[src/logic/iopsc_pkg.sv]
package iopsc_pkg;

   ////////////////////////////////////////////////////////////////////////////
   // Data memory geometry
   localparam int         DM_ADDR_W = 7;
   localparam int         NIB_W     = 4;

   // Port register addresses in data memory
   localparam logic [6:0] OPEN_DRAIN_PORT_DATA_ADDR  = 7'h71;
   localparam logic [6:0] PUSH_PULL_PORT_A_DATA_ADDR = 7'h72;
   localparam logic [6:0] PUSH_PULL_PORT_B_DATA_ADDR = 7'h73;

   // Port widths and the open-drain port's usable bits
   localparam int         OPEN_DRAIN_USED = 3;
   localparam int         PUSH_PULL_USED  = 4;

   ////////////////////////////////////////////////////////////////////////////
   // Field positions
   localparam int         OPND_WAKE_BIT   = 0;   // Release select in the operand
   localparam int         HALT_PIN_BIT    = 0;   // Open-drain bit used as halt release
   localparam int         STOP_PIN_BIT    = 1;   // Open-drain bit used as stop release

   // Values after reset
   localparam logic       DIR_RESET       = 1'b0;          // Input mode
   localparam logic [3:0] RDATA_RESET     = 4'h0;
   localparam logic       SYNC_RESET      = 1'b1;          // Pins idle high: no false wake edge

   // Oscillator stabilisation wait, counted in oscillator input pulses
   localparam int         OSC_WAIT_PULSES = 8;
   localparam int         WAIT_CNT_W      = 3;
   localparam logic [2:0] WAIT_CNT_RESET  = 3'h0;
   localparam logic [2:0] WAIT_CNT_LAST   = 3'(OSC_WAIT_PULSES - 1);

   // Standby sequencer states
   typedef enum logic [1:0] {
      ST_RUN  = 2'b00,
      ST_HALT = 2'b01,
      ST_STOP = 2'b10,
      ST_WAIT = 2'b11
   } iopsc_state_t;

endpackage

[src/logic/iopsc_sync.sv]
module iopsc_sync
   import iopsc_pkg::*;
#(
   parameter int WIDTH = 11
)
(
   // Clock and reset
   input  wire  logic             clk,
   input  wire  logic             rst_b,
   // Asynchronous levels in, synchronised levels out
   input  wire  logic [WIDTH-1:0] async_in,
   output logic       [WIDTH-1:0] sync_out
);

   logic [WIDTH-1:0] stage_one;
   logic [WIDTH-1:0] next_stage_one;
   logic [WIDTH-1:0] next_sync_out;

   if (WIDTH < 1)
   begin : g_chk
      $error("iopsc_sync needs at least one bit");
   end

   ////////////////////////////////////////////////////////////////////////////
   // First stage feeds only the second; nothing else may look at it
   always_comb
   begin
      next_stage_one = async_in;
      next_sync_out  = stage_one;
   end

   always_ff @(posedge clk or negedge rst_b)
   begin
      if (!rst_b)
      begin
         stage_one <= {WIDTH{SYNC_RESET}};
         sync_out  <= {WIDTH{SYNC_RESET}};
      end
      else
      begin
         stage_one <= next_stage_one;
         sync_out  <= next_sync_out;
      end
   end

endmodule

[src/logic/iopsc_port.sv]
module iopsc_port
   import iopsc_pkg::*;
#(
   parameter int USED       = 4,
   parameter bit OPEN_DRAIN = 1'b0
)
(
   // Clock and reset
   input  wire  logic            clk,
   input  wire  logic            rst_b,
   // Register access
   input  wire  logic            wr_en,
   input  wire  logic [3:0]      wr_data,
   input  wire  logic            soft_clr,
   output logic       [3:0]      rd_data,
   // Pins, input already synchronised
   input  wire  logic [USED-1:0] pin_sync,
   output logic       [USED-1:0] pin_out,
   output logic       [USED-1:0] pin_oe
);

   logic            dir;
   logic            next_dir;
   logic [USED-1:0] data;
   logic [USED-1:0] next_data;

   if (USED < 1 || USED > 4)
   begin : g_chk
      $error("iopsc_port serves one to four bits");
   end

   ////////////////////////////////////////////////////////////////////////////
   // One direction flag per port; write sets, reset or standby clear drops
   always_comb
   begin
      next_dir  = dir;
      next_data = data;
      if (soft_clr)
      begin
         next_dir = DIR_RESET;
      end
      else if (wr_en)
      begin
         next_dir  = 1'b1;
         next_data = wr_data[USED-1:0];
      end
   end

   always_ff @(posedge clk or negedge rst_b)
   begin
      if (!rst_b)
      begin
         dir <= DIR_RESET;
      end
      else
      begin
         dir <= next_dir;
      end
   end

   // Latch is kept across reset on purpose: only direction is initialised
   always_ff @(posedge clk)
   begin
      data <= next_data;
   end

   ////////////////////////////////////////////////////////////////////////////
   // Pin drivers; open-drain only ever pulls low
   always_comb
   begin
      if (OPEN_DRAIN)
      begin
         pin_out = '0;
         pin_oe  = {USED{dir}} & ~data;
      end
      else
      begin
         pin_out = {USED{dir}} & data;
         pin_oe  = {USED{dir}};
      end
      rd_data = 4'h0;
      rd_data[USED-1:0] = pin_sync;
   end

endmodule

[src/logic/iopsc_top.sv]
// Overview of operation
// - Open-drain port: three bits, input after reset
// - Writing 71h drives open-drain pins with data
// - Port reads return pin levels, not latch
// - Open-drain top bit ignores writes, reads zero
// - Port A input at reset, write 72h outputs
// - Port B input at reset, write 73h outputs
// - Two low open-drain pins wake standby modes
// - HALT freezes program counter, clock keeps running
// - Pin release of HALT resumes without wait
// - Reset releases standby as ordinary system reset
// - STOP halts the oscillator
// - Pin release of STOP resumes after instruction
// - Operand bit zero selects the release condition
// - HALT operand zero: only reset ends it
// - HALT operand one: enter if pin low, edge releases
// - STOP operand zero: clear peripherals, reset only
// - STOP operand one: enter if pin low, edge releases
// - After reset, hold eight oscillator pulses
// - Reset restarts oscillator, then stabilisation hold
// - Pin release of STOP waits eight pulses
module iopsc_top
   import iopsc_pkg::*;
(
   // Clock and reset
   input  wire  logic       clk,
   input  wire  logic       rst_b,
   // Data memory access from the core
   input  wire  logic [6:0] dm_addr,
   input  wire  logic       dm_wr,
   input  wire  logic       dm_rd,
   input  wire  logic [3:0] dm_wdata,
   output logic       [3:0] dm_rdata,
   // Standby instructions from the core
   input  wire  logic       halt_cmd,
   input  wire  logic       stop_cmd,
   input  wire  logic [3:0] cmd_operand,
   // Standby control to the core and oscillator
   output logic             cpu_hold,
   output logic             osc_run,
   output logic             periph_clr,
   output logic       [1:0] standby_state,
   // Open-drain port pins
   input  wire  logic [2:0] open_drain_pin_in,
   output logic       [2:0] open_drain_pin_out,
   output logic       [2:0] open_drain_pin_oe,
   // Push-pull port A pins
   input  wire  logic [3:0] push_pull_a_pin_in,
   output logic       [3:0] push_pull_a_pin_out,
   output logic       [3:0] push_pull_a_pin_oe,
   // Push-pull port B pins
   input  wire  logic [3:0] push_pull_b_pin_in,
   output logic       [3:0] push_pull_b_pin_out,
   output logic       [3:0] push_pull_b_pin_oe
);

   // Synchronised pins
   logic [10:0]  pins_sync;
   logic [2:0]   od_sync;
   logic [3:0]   ppa_sync;
   logic [3:0]   ppb_sync;

   // Register access
   logic         wr_od;
   logic         wr_ppa;
   logic         wr_ppb;
   logic [3:0]   rd_od;
   logic [3:0]   rd_ppa;
   logic [3:0]   rd_ppb;
   logic [3:0]   next_dm_rdata;

   // Standby sequencer
   iopsc_state_t state;
   iopsc_state_t next_state;
   logic [2:0]   wait_cnt;
   logic [2:0]   next_wait_cnt;
   logic         halt_wake_en;
   logic         next_halt_wake_en;
   logic         stop_wake_en;
   logic         next_stop_wake_en;
   logic         next_periph_clr;

   // Wake edge detection
   logic         halt_release_pin;
   logic         stop_release_pin;
   logic         halt_pin_prev;
   logic         stop_pin_prev;
   logic         next_halt_pin_prev;
   logic         next_stop_pin_prev;
   logic         halt_rise;
   logic         stop_rise;

   // Address match against one port register
   function automatic logic addr_is(input logic [6:0] addr, input logic [6:0] offset);
      addr_is = (addr == offset);
   endfunction

   ////////////////////////////////////////////////////////////////////////////
   // Every pin is external, so all pass the two-stage synchroniser
   iopsc_sync #(
      .WIDTH (11)
   ) u_sync (
      .clk      (clk),
      .rst_b    (rst_b),
      .async_in ({push_pull_b_pin_in, push_pull_a_pin_in, open_drain_pin_in}),
      .sync_out (pins_sync)
   );

   assign od_sync  = pins_sync[2:0];
   assign ppa_sync = pins_sync[6:3];
   assign ppb_sync = pins_sync[10:7];

   ////////////////////////////////////////////////////////////////////////////
   // Write strobes per port register
   assign wr_od  = dm_wr && addr_is(dm_addr, OPEN_DRAIN_PORT_DATA_ADDR);
   assign wr_ppa = dm_wr && addr_is(dm_addr, PUSH_PULL_PORT_A_DATA_ADDR);
   assign wr_ppb = dm_wr && addr_is(dm_addr, PUSH_PULL_PORT_B_DATA_ADDR);

   iopsc_port #(
      .USED       (OPEN_DRAIN_USED),
      .OPEN_DRAIN (1'b1)
   ) u_open_drain_port (
      .clk      (clk),
      .rst_b    (rst_b),
      .wr_en    (wr_od),
      .wr_data  (dm_wdata),
      .soft_clr (periph_clr),
      .rd_data  (rd_od),
      .pin_sync (od_sync),
      .pin_out  (open_drain_pin_out),
      .pin_oe   (open_drain_pin_oe)
   );

   iopsc_port #(
      .USED       (PUSH_PULL_USED),
      .OPEN_DRAIN (1'b0)
   ) u_push_pull_port_a (
      .clk      (clk),
      .rst_b    (rst_b),
      .wr_en    (wr_ppa),
      .wr_data  (dm_wdata),
      .soft_clr (periph_clr),
      .rd_data  (rd_ppa),
      .pin_sync (ppa_sync),
      .pin_out  (push_pull_a_pin_out),
      .pin_oe   (push_pull_a_pin_oe)
   );

   iopsc_port #(
      .USED       (PUSH_PULL_USED),
      .OPEN_DRAIN (1'b0)
   ) u_push_pull_port_b (
      .clk      (clk),
      .rst_b    (rst_b),
      .wr_en    (wr_ppb),
      .wr_data  (dm_wdata),
      .soft_clr (periph_clr),
      .rd_data  (rd_ppb),
      .pin_sync (ppb_sync),
      .pin_out  (push_pull_b_pin_out),
      .pin_oe   (push_pull_b_pin_oe)
   );

   ////////////////////////////////////////////////////////////////////////////
   // Read data; other addresses return zero, latch stays untouched
   always_comb
   begin
      next_dm_rdata = dm_rdata;
      if (dm_rd)
      begin
         if (addr_is(dm_addr, OPEN_DRAIN_PORT_DATA_ADDR))
         begin
            next_dm_rdata = rd_od;
         end
         else if (addr_is(dm_addr, PUSH_PULL_PORT_A_DATA_ADDR))
         begin
            next_dm_rdata = rd_ppa;
         end
         else if (addr_is(dm_addr, PUSH_PULL_PORT_B_DATA_ADDR))
         begin
            next_dm_rdata = rd_ppb;
         end
         else
         begin
            next_dm_rdata = RDATA_RESET;
         end
      end
   end

   always_ff @(posedge clk or negedge rst_b)
   begin
      if (!rst_b)
      begin
         dm_rdata <= RDATA_RESET;
      end
      else
      begin
         dm_rdata <= next_dm_rdata;
      end
   end

   ////////////////////////////////////////////////////////////////////////////
   // Wake pins share the open-drain port; edges seen on synchronised levels
   assign halt_release_pin = od_sync[HALT_PIN_BIT];
   assign stop_release_pin = od_sync[STOP_PIN_BIT];
   assign halt_rise = halt_release_pin && !halt_pin_prev;
   assign stop_rise = stop_release_pin && !stop_pin_prev;

   always_comb
   begin
      next_halt_pin_prev = halt_release_pin;
      next_stop_pin_prev = stop_release_pin;
   end

   always_ff @(posedge clk or negedge rst_b)
   begin
      if (!rst_b)
      begin
         halt_pin_prev <= SYNC_RESET;
         stop_pin_prev <= SYNC_RESET;
      end
      else
      begin
         halt_pin_prev <= next_halt_pin_prev;
         stop_pin_prev <= next_stop_pin_prev;
      end
   end

   ////////////////////////////////////////////////////////////////////////////
   // Standby sequencer; reset lands in the wait state so the core
   // only starts after the oscillator has had its pulses
   always_comb
   begin
      next_state        = state;
      next_wait_cnt     = wait_cnt;
      next_halt_wake_en = halt_wake_en;
      next_stop_wake_en = stop_wake_en;
      next_periph_clr   = 1'b0;
      unique case (state)
         ST_RUN:
         begin
            if (halt_cmd)
            begin
               if (!cmd_operand[OPND_WAKE_BIT])
               begin
                  next_state        = ST_HALT;
                  next_halt_wake_en = 1'b0;
               end
               else if (!halt_release_pin)
               begin
                  next_state        = ST_HALT;
                  next_halt_wake_en = 1'b1;
               end
            end
            else if (stop_cmd)
            begin
               if (!cmd_operand[OPND_WAKE_BIT])
               begin
                  next_state        = ST_STOP;
                  next_stop_wake_en = 1'b0;
                  next_periph_clr   = 1'b1;
               end
               else if (!stop_release_pin)
               begin
                  next_state        = ST_STOP;
                  next_stop_wake_en = 1'b1;
               end
            end
         end
         ST_HALT:
         begin
            // No oscillator wait: the clock never stopped
            if (halt_wake_en && halt_rise)
            begin
               next_state = ST_RUN;
            end
         end
         ST_STOP:
         begin
            if (stop_wake_en && stop_rise)
            begin
               next_state    = ST_WAIT;
               next_wait_cnt = WAIT_CNT_RESET;
            end
         end
         ST_WAIT:
         begin
            if (wait_cnt == WAIT_CNT_LAST)
            begin
               next_state    = ST_RUN;
               next_wait_cnt = WAIT_CNT_RESET;
            end
            else
            begin
               next_wait_cnt = wait_cnt + 3'h1;
            end
         end
      endcase
   end

   always_ff @(posedge clk or negedge rst_b)
   begin
      if (!rst_b)
      begin
         state        <= ST_WAIT;
         wait_cnt     <= WAIT_CNT_RESET;
         halt_wake_en <= 1'b0;
         stop_wake_en <= 1'b0;
         periph_clr   <= 1'b0;
      end
      else
      begin
         state        <= next_state;
         wait_cnt     <= next_wait_cnt;
         halt_wake_en <= next_halt_wake_en;
         stop_wake_en <= next_stop_wake_en;
         periph_clr   <= next_periph_clr;
      end
   end

   // Core sees a frozen PC in any non-run state; oscillator off only in STOP
   assign cpu_hold      = (state != ST_RUN);
   assign osc_run       = (state != ST_STOP);
   assign standby_state = state;
endmodule

[config.mk]
export PLATFORM = sky130hd
export DESIGN_NAME = iopsc_top
export DESIGN_NICKNAME = d
export VERILOG_FILES = /design/src/logic/iopsc_pkg.sv /design/src/logic/iopsc_sync.sv /design/src/logic/iopsc_port.sv /design/src/logic/iopsc_top.sv
export SDC_FILE = /design/constraint.sdc
export NUM_CORES = 1
export LEC_CHECK = 0
export ABC_CLOCK_PERIOD_IN_PS = 1950
export BUFFER_PORTS_ARGS = -buffer_cell sky130_fd_sc_hd__buf_4
export CAP_MARGIN = 20
export CORE_ASPECT_RATIO = 0.5
export CORE_MARGIN = 2
export CORE_UTILIZATION = 40
export CTS_CLUSTER_DIAMETER = 60
export DETAILED_ROUTE_END_ITERATION = 6
export GPL_TIMING_DRIVEN = 1
export PLACE_DENSITY = 0.7
export SYNTH_ARGS = -nofsm -noshare
export SYNTH_HDL_FRONTEND = slang
export SYNTH_SLANG_ARGS = --single-unit
export TNS_END_PERCENT = 100
[constraint.sdc]
create_clock -name clk -period 1.95 [get_ports clk]
set_input_delay 0.2925 -clock clk [delete_from_list [all_inputs] [get_ports clk]]
set_output_delay 0.2925 -clock clk [all_outputs]
set_load 0.01 [all_outputs]
==> impl_metrics.csv <==
group,metric,value,unit
grt,grt_pass1_vias,1150,
synth,synthFlopType,"dfstp_2",
hold_path,hold_depth,1,
timing,worstMarginPinSlew,0.554,ns
timing,hold_viol,0,
floorplanning,die_x,102,um
worst_setup_path,reg2reg_from,"periph_clr$_DFF_PN0_",
route,drc,0,
power_and_ir_drop,p_total,0.00270,W
placed_design,place_area,0.00236,mm2
power_and_ir_drop,seqPwrFrac,51.2,%
synth,async_flop_share,78.0,%
floorplanning,core_area,0.00453,mm2
synth,syn_area,0.00194,mm2
cts,cts_buffers,5,
worst_setup_path,reg2reg_depth,2,
synth,synth_adder_area_share,1.29,%
floorplanning,start_util,42.8,%
placed_design,place.port_buffers,56,
synth,yosys_warnings,0,
synth,synth_edf_count,11,
power_and_ir_drop,ir_worst_vdd,438,uV
worst_setup_path,end_kind,"primary output",
route,antenna_left,0,
power_and_ir_drop,combPwrFrac,27.2,%
status,outcome,"completed",
grt,grt_overflow_total,0,
route,drt_wl_total,3250,um
route,drt-initial-drc-count,42,
layout,syn2layout_area_growth,26.7,%
synth,yosys.area_share.simple,12.4,%
grt,track_usage,12.8,%
route,wl_per_cell,12.7,um
layout,drive_gt1_share,51.6,%
grt,grt_pass1_wl,5040,um
worst_setup_path,critPathKind,"reg -> out",
worst_setup_path,critPathMaxFanout,10,
flow_run,drv_cap,0,
synth,synth-seq-cells,50,
power_and_ir_drop,power_density,1100,mW/mm2
power_and_ir_drop,p_int,0.00193,W
synth,ys_seq_area_share,69.0,%
synth,synthXorXnorAreaFrac,0,%
timing,max_freq,0.626,GHz
placed_design,place_congestion,0.763,
layout,fillCellCount,397,
power_and_ir_drop,clock_power_share,21.6,%
floorplanning,io_pins,63,
route,dr.pass1.iters,4,
timing,setup_viol,0,
timing,slew_headroom,62.8,%
synth,synth-compound-area-share,8.26,%
cts,cts-root-buf,"clkbuf_8",
layout,post-route-util,54.2,%
cts,cts_tree,"yes",
worst_setup_path,r2r_slack,0.47,ns
synth,synth.distinct_cells,39,
grt,antenna_found_initial,0,
power_and_ir_drop,p_sw,0.000767,W
cts,insertion_delay,0.30,ns
synth,synth_cells,136,
power_and_ir_drop,p_sw_share,28.4,%
cts,clock_path_buffers,2,
synth,syn_area_per_cell,14.3,um2
grt,grt_max_degree,40,
timing,period_minus_slack,1.60,ns
cts,clk_pin_slew,0.08,ns
layout,layout.nets,224,
timing,finalMaxSlewViolations,0,
layout,final_cell_mix,"buf_4, dfstp_2, dfrtp_1",
timing,rsz0062_at_grt,"false",
hold_path,hold_path.startpoint,"push_pull_b_pin_in[2]",
power_and_ir_drop,power_leakage,1.07,nW
worst_setup_path,arrival,1.31,ns
floorplanning,fp.dieH,53.2,um
timing,final.setup.worst_slack,0.352,ns
worst_setup_path,start_kind,"register",
layout,fin_area,0.00246,mm2
hold_path,hold_end,"u_sync.next_sync_out[9]$_DFF_PN1_",
hold_path,hold_class,"in -> reg",
placed_design,dp_hpwl,2450,um
layout,final_common_cell,"buf_4",
synth,synth_top_family_by_area,"simple AND/OR/NAND/NOR gates",
timing,setup_tns,0,ns
route,via_count,1170,
cts,htree_levels,2,
worst_setup_path,r2r_end,"u_push_pull_port_a.data[2]$_DFFE_PP_",
worst_setup_path,cp.required,1.66,ns
placed_design,place_ws,0.256,ns
cts,cts.sinks,50,
timing,fin_skew,0.00730,ns
floorplanning,rows,17,
synth,muxShareOfSynthArea,2.32,%
floorplanning,dieArea,0.00545,mm2
timing,period_share,81.9,%
route,vias_per_cell,4.57,
layout,n_antenna_cell,0,
## layout make-up
cell class,count,area [um2],share of cell area (%)
multi-input cells,68,482,19.6
repair buffers,59,445,18.1
inverters,6,22.5,0.916
clock buffers,7,86.3,3.51
well taps,66,82.6,3.36
flip-flops and latches,50,1340,54.5
## routing by layer
layer / GRT usage (%) / vias to the layer above / routed length [um]
li1: - / 567 / -
met1: 14.3 / 556 / 1380
met2: 22.8 / 40 / 1620
met3: 3.57 / 7 / 200
met4: 6.67 / 0 / 53
met5: 0 / - / 0
## power groups by stage
stage / clock network (W) / logic [W] / registers (W)
after CTS: 0.000608 / 0.000743 / 0.00138
final: 0.000583 / 0.000732 / 0.00138
after global routing: 0.000656 / 0.000806 / 0.00141
after detailed placement: 0 / 0.000741 / 0.00140
after global placement: 0 / 0.000719 / 0.00139
after floorplan: 0 / 0.000537 / 0.00134
## synthesized netlist by cell type (2+ instances only)
cell | count | area share [%]
nor2b_1 | 4 | 1.3
buf_2 | 2 | 0.52
a21oi_1 | 3 | 0.77
mux2_2 | 4 | 2.3
buf_4 | 11 | 4.3
o22ai_1 | 4 | 1.3
a32o_1 | 3 | 1.5
nor2_1 | 4 | 0.77
dfrtp_1 | 13 | 17
ha_1 | 2 | 1.3
and3b_1 | 2 | 0.90
and2_1 | 8 | 2.6
nor3_1 | 3 | 0.77
nand2_1 | 4 | 0.77
dfstp_2 | 26 | 35
inv_1 | 6 | 1.2
a22oi_1 | 3 | 1.2
edfxtp_1 | 11 | 17
nand2b_1 | 3 | 0.97
## sequential cells by signal (all words and copies together), names as in the netlist, 2 cells and up
register,count
u_sync.next_sync_out,11
u_sync.sync_out,11
dm_rdata,4
u_push_pull_port_a.data,4
u_push_pull_port_b.data,4
u_open_drain_port.data,3
wait_cnt,3
standby_state,2
## repair_timing
| action | 4_1_cts | 5_1_grt |
|---|---|---|
| gates resized for setup | 0 | 0 |
| hold buffers | 1 | 0 |
| setup endpoints to repair | 0 | 0 |
| endpoints found under the hold margin | 13 | 0 |
| buffers inserted | 0 | 0 |
## critical path: stages (launching register included)
cell,delay (ns)
dfstp_2,0.63
or2b_1,0.24
buf_4,0.14
## through the flow
stage | hold WS (ns) | cells
after floorplan | -0.00309 | 138
after global placement | 0.272 | 248
after detailed placement | 0.282 | 248
after CTS | 0.0877 | 256
after global routing | 0.0820 | 256
final | 0.0999 | 256
## cells by family after synthesis
group / Yosys count
AOI/OAI and AO/OA: 22
buffers and inverters: 20
and+or+nand+nor: 37
muxes: 4
other: 1
adders and majority gates: 2
DFF: 50
## how the worst max path moves through the flow
stage                                  from                                    to  slack (ns)  cells past startpoint
6_report       standby_state[1]$_DFFE_PN1P_                               osc_run        0.35                      2
4_1_cts        standby_state[1]$_DFFE_PN1P_                               osc_run        0.34                      2
3_5_place_dp                     dm_addr[2]  u_push_pull_port_a.data[1]$_DFFE_PP_        0.26                      4
2_1_floorplan                    dm_addr[2]   u_open_drain_port.data[0]$_DFFE_PP_        0.49                      3
5_1_grt        standby_state[1]$_DFFE_PN1P_                               osc_run        0.30                      2
3_3_place_gp                     dm_addr[2]  u_push_pull_port_a.data[0]$_DFFE_PP_        0.31                      4
No activity file was read; power rests on OpenSTA's default activity.
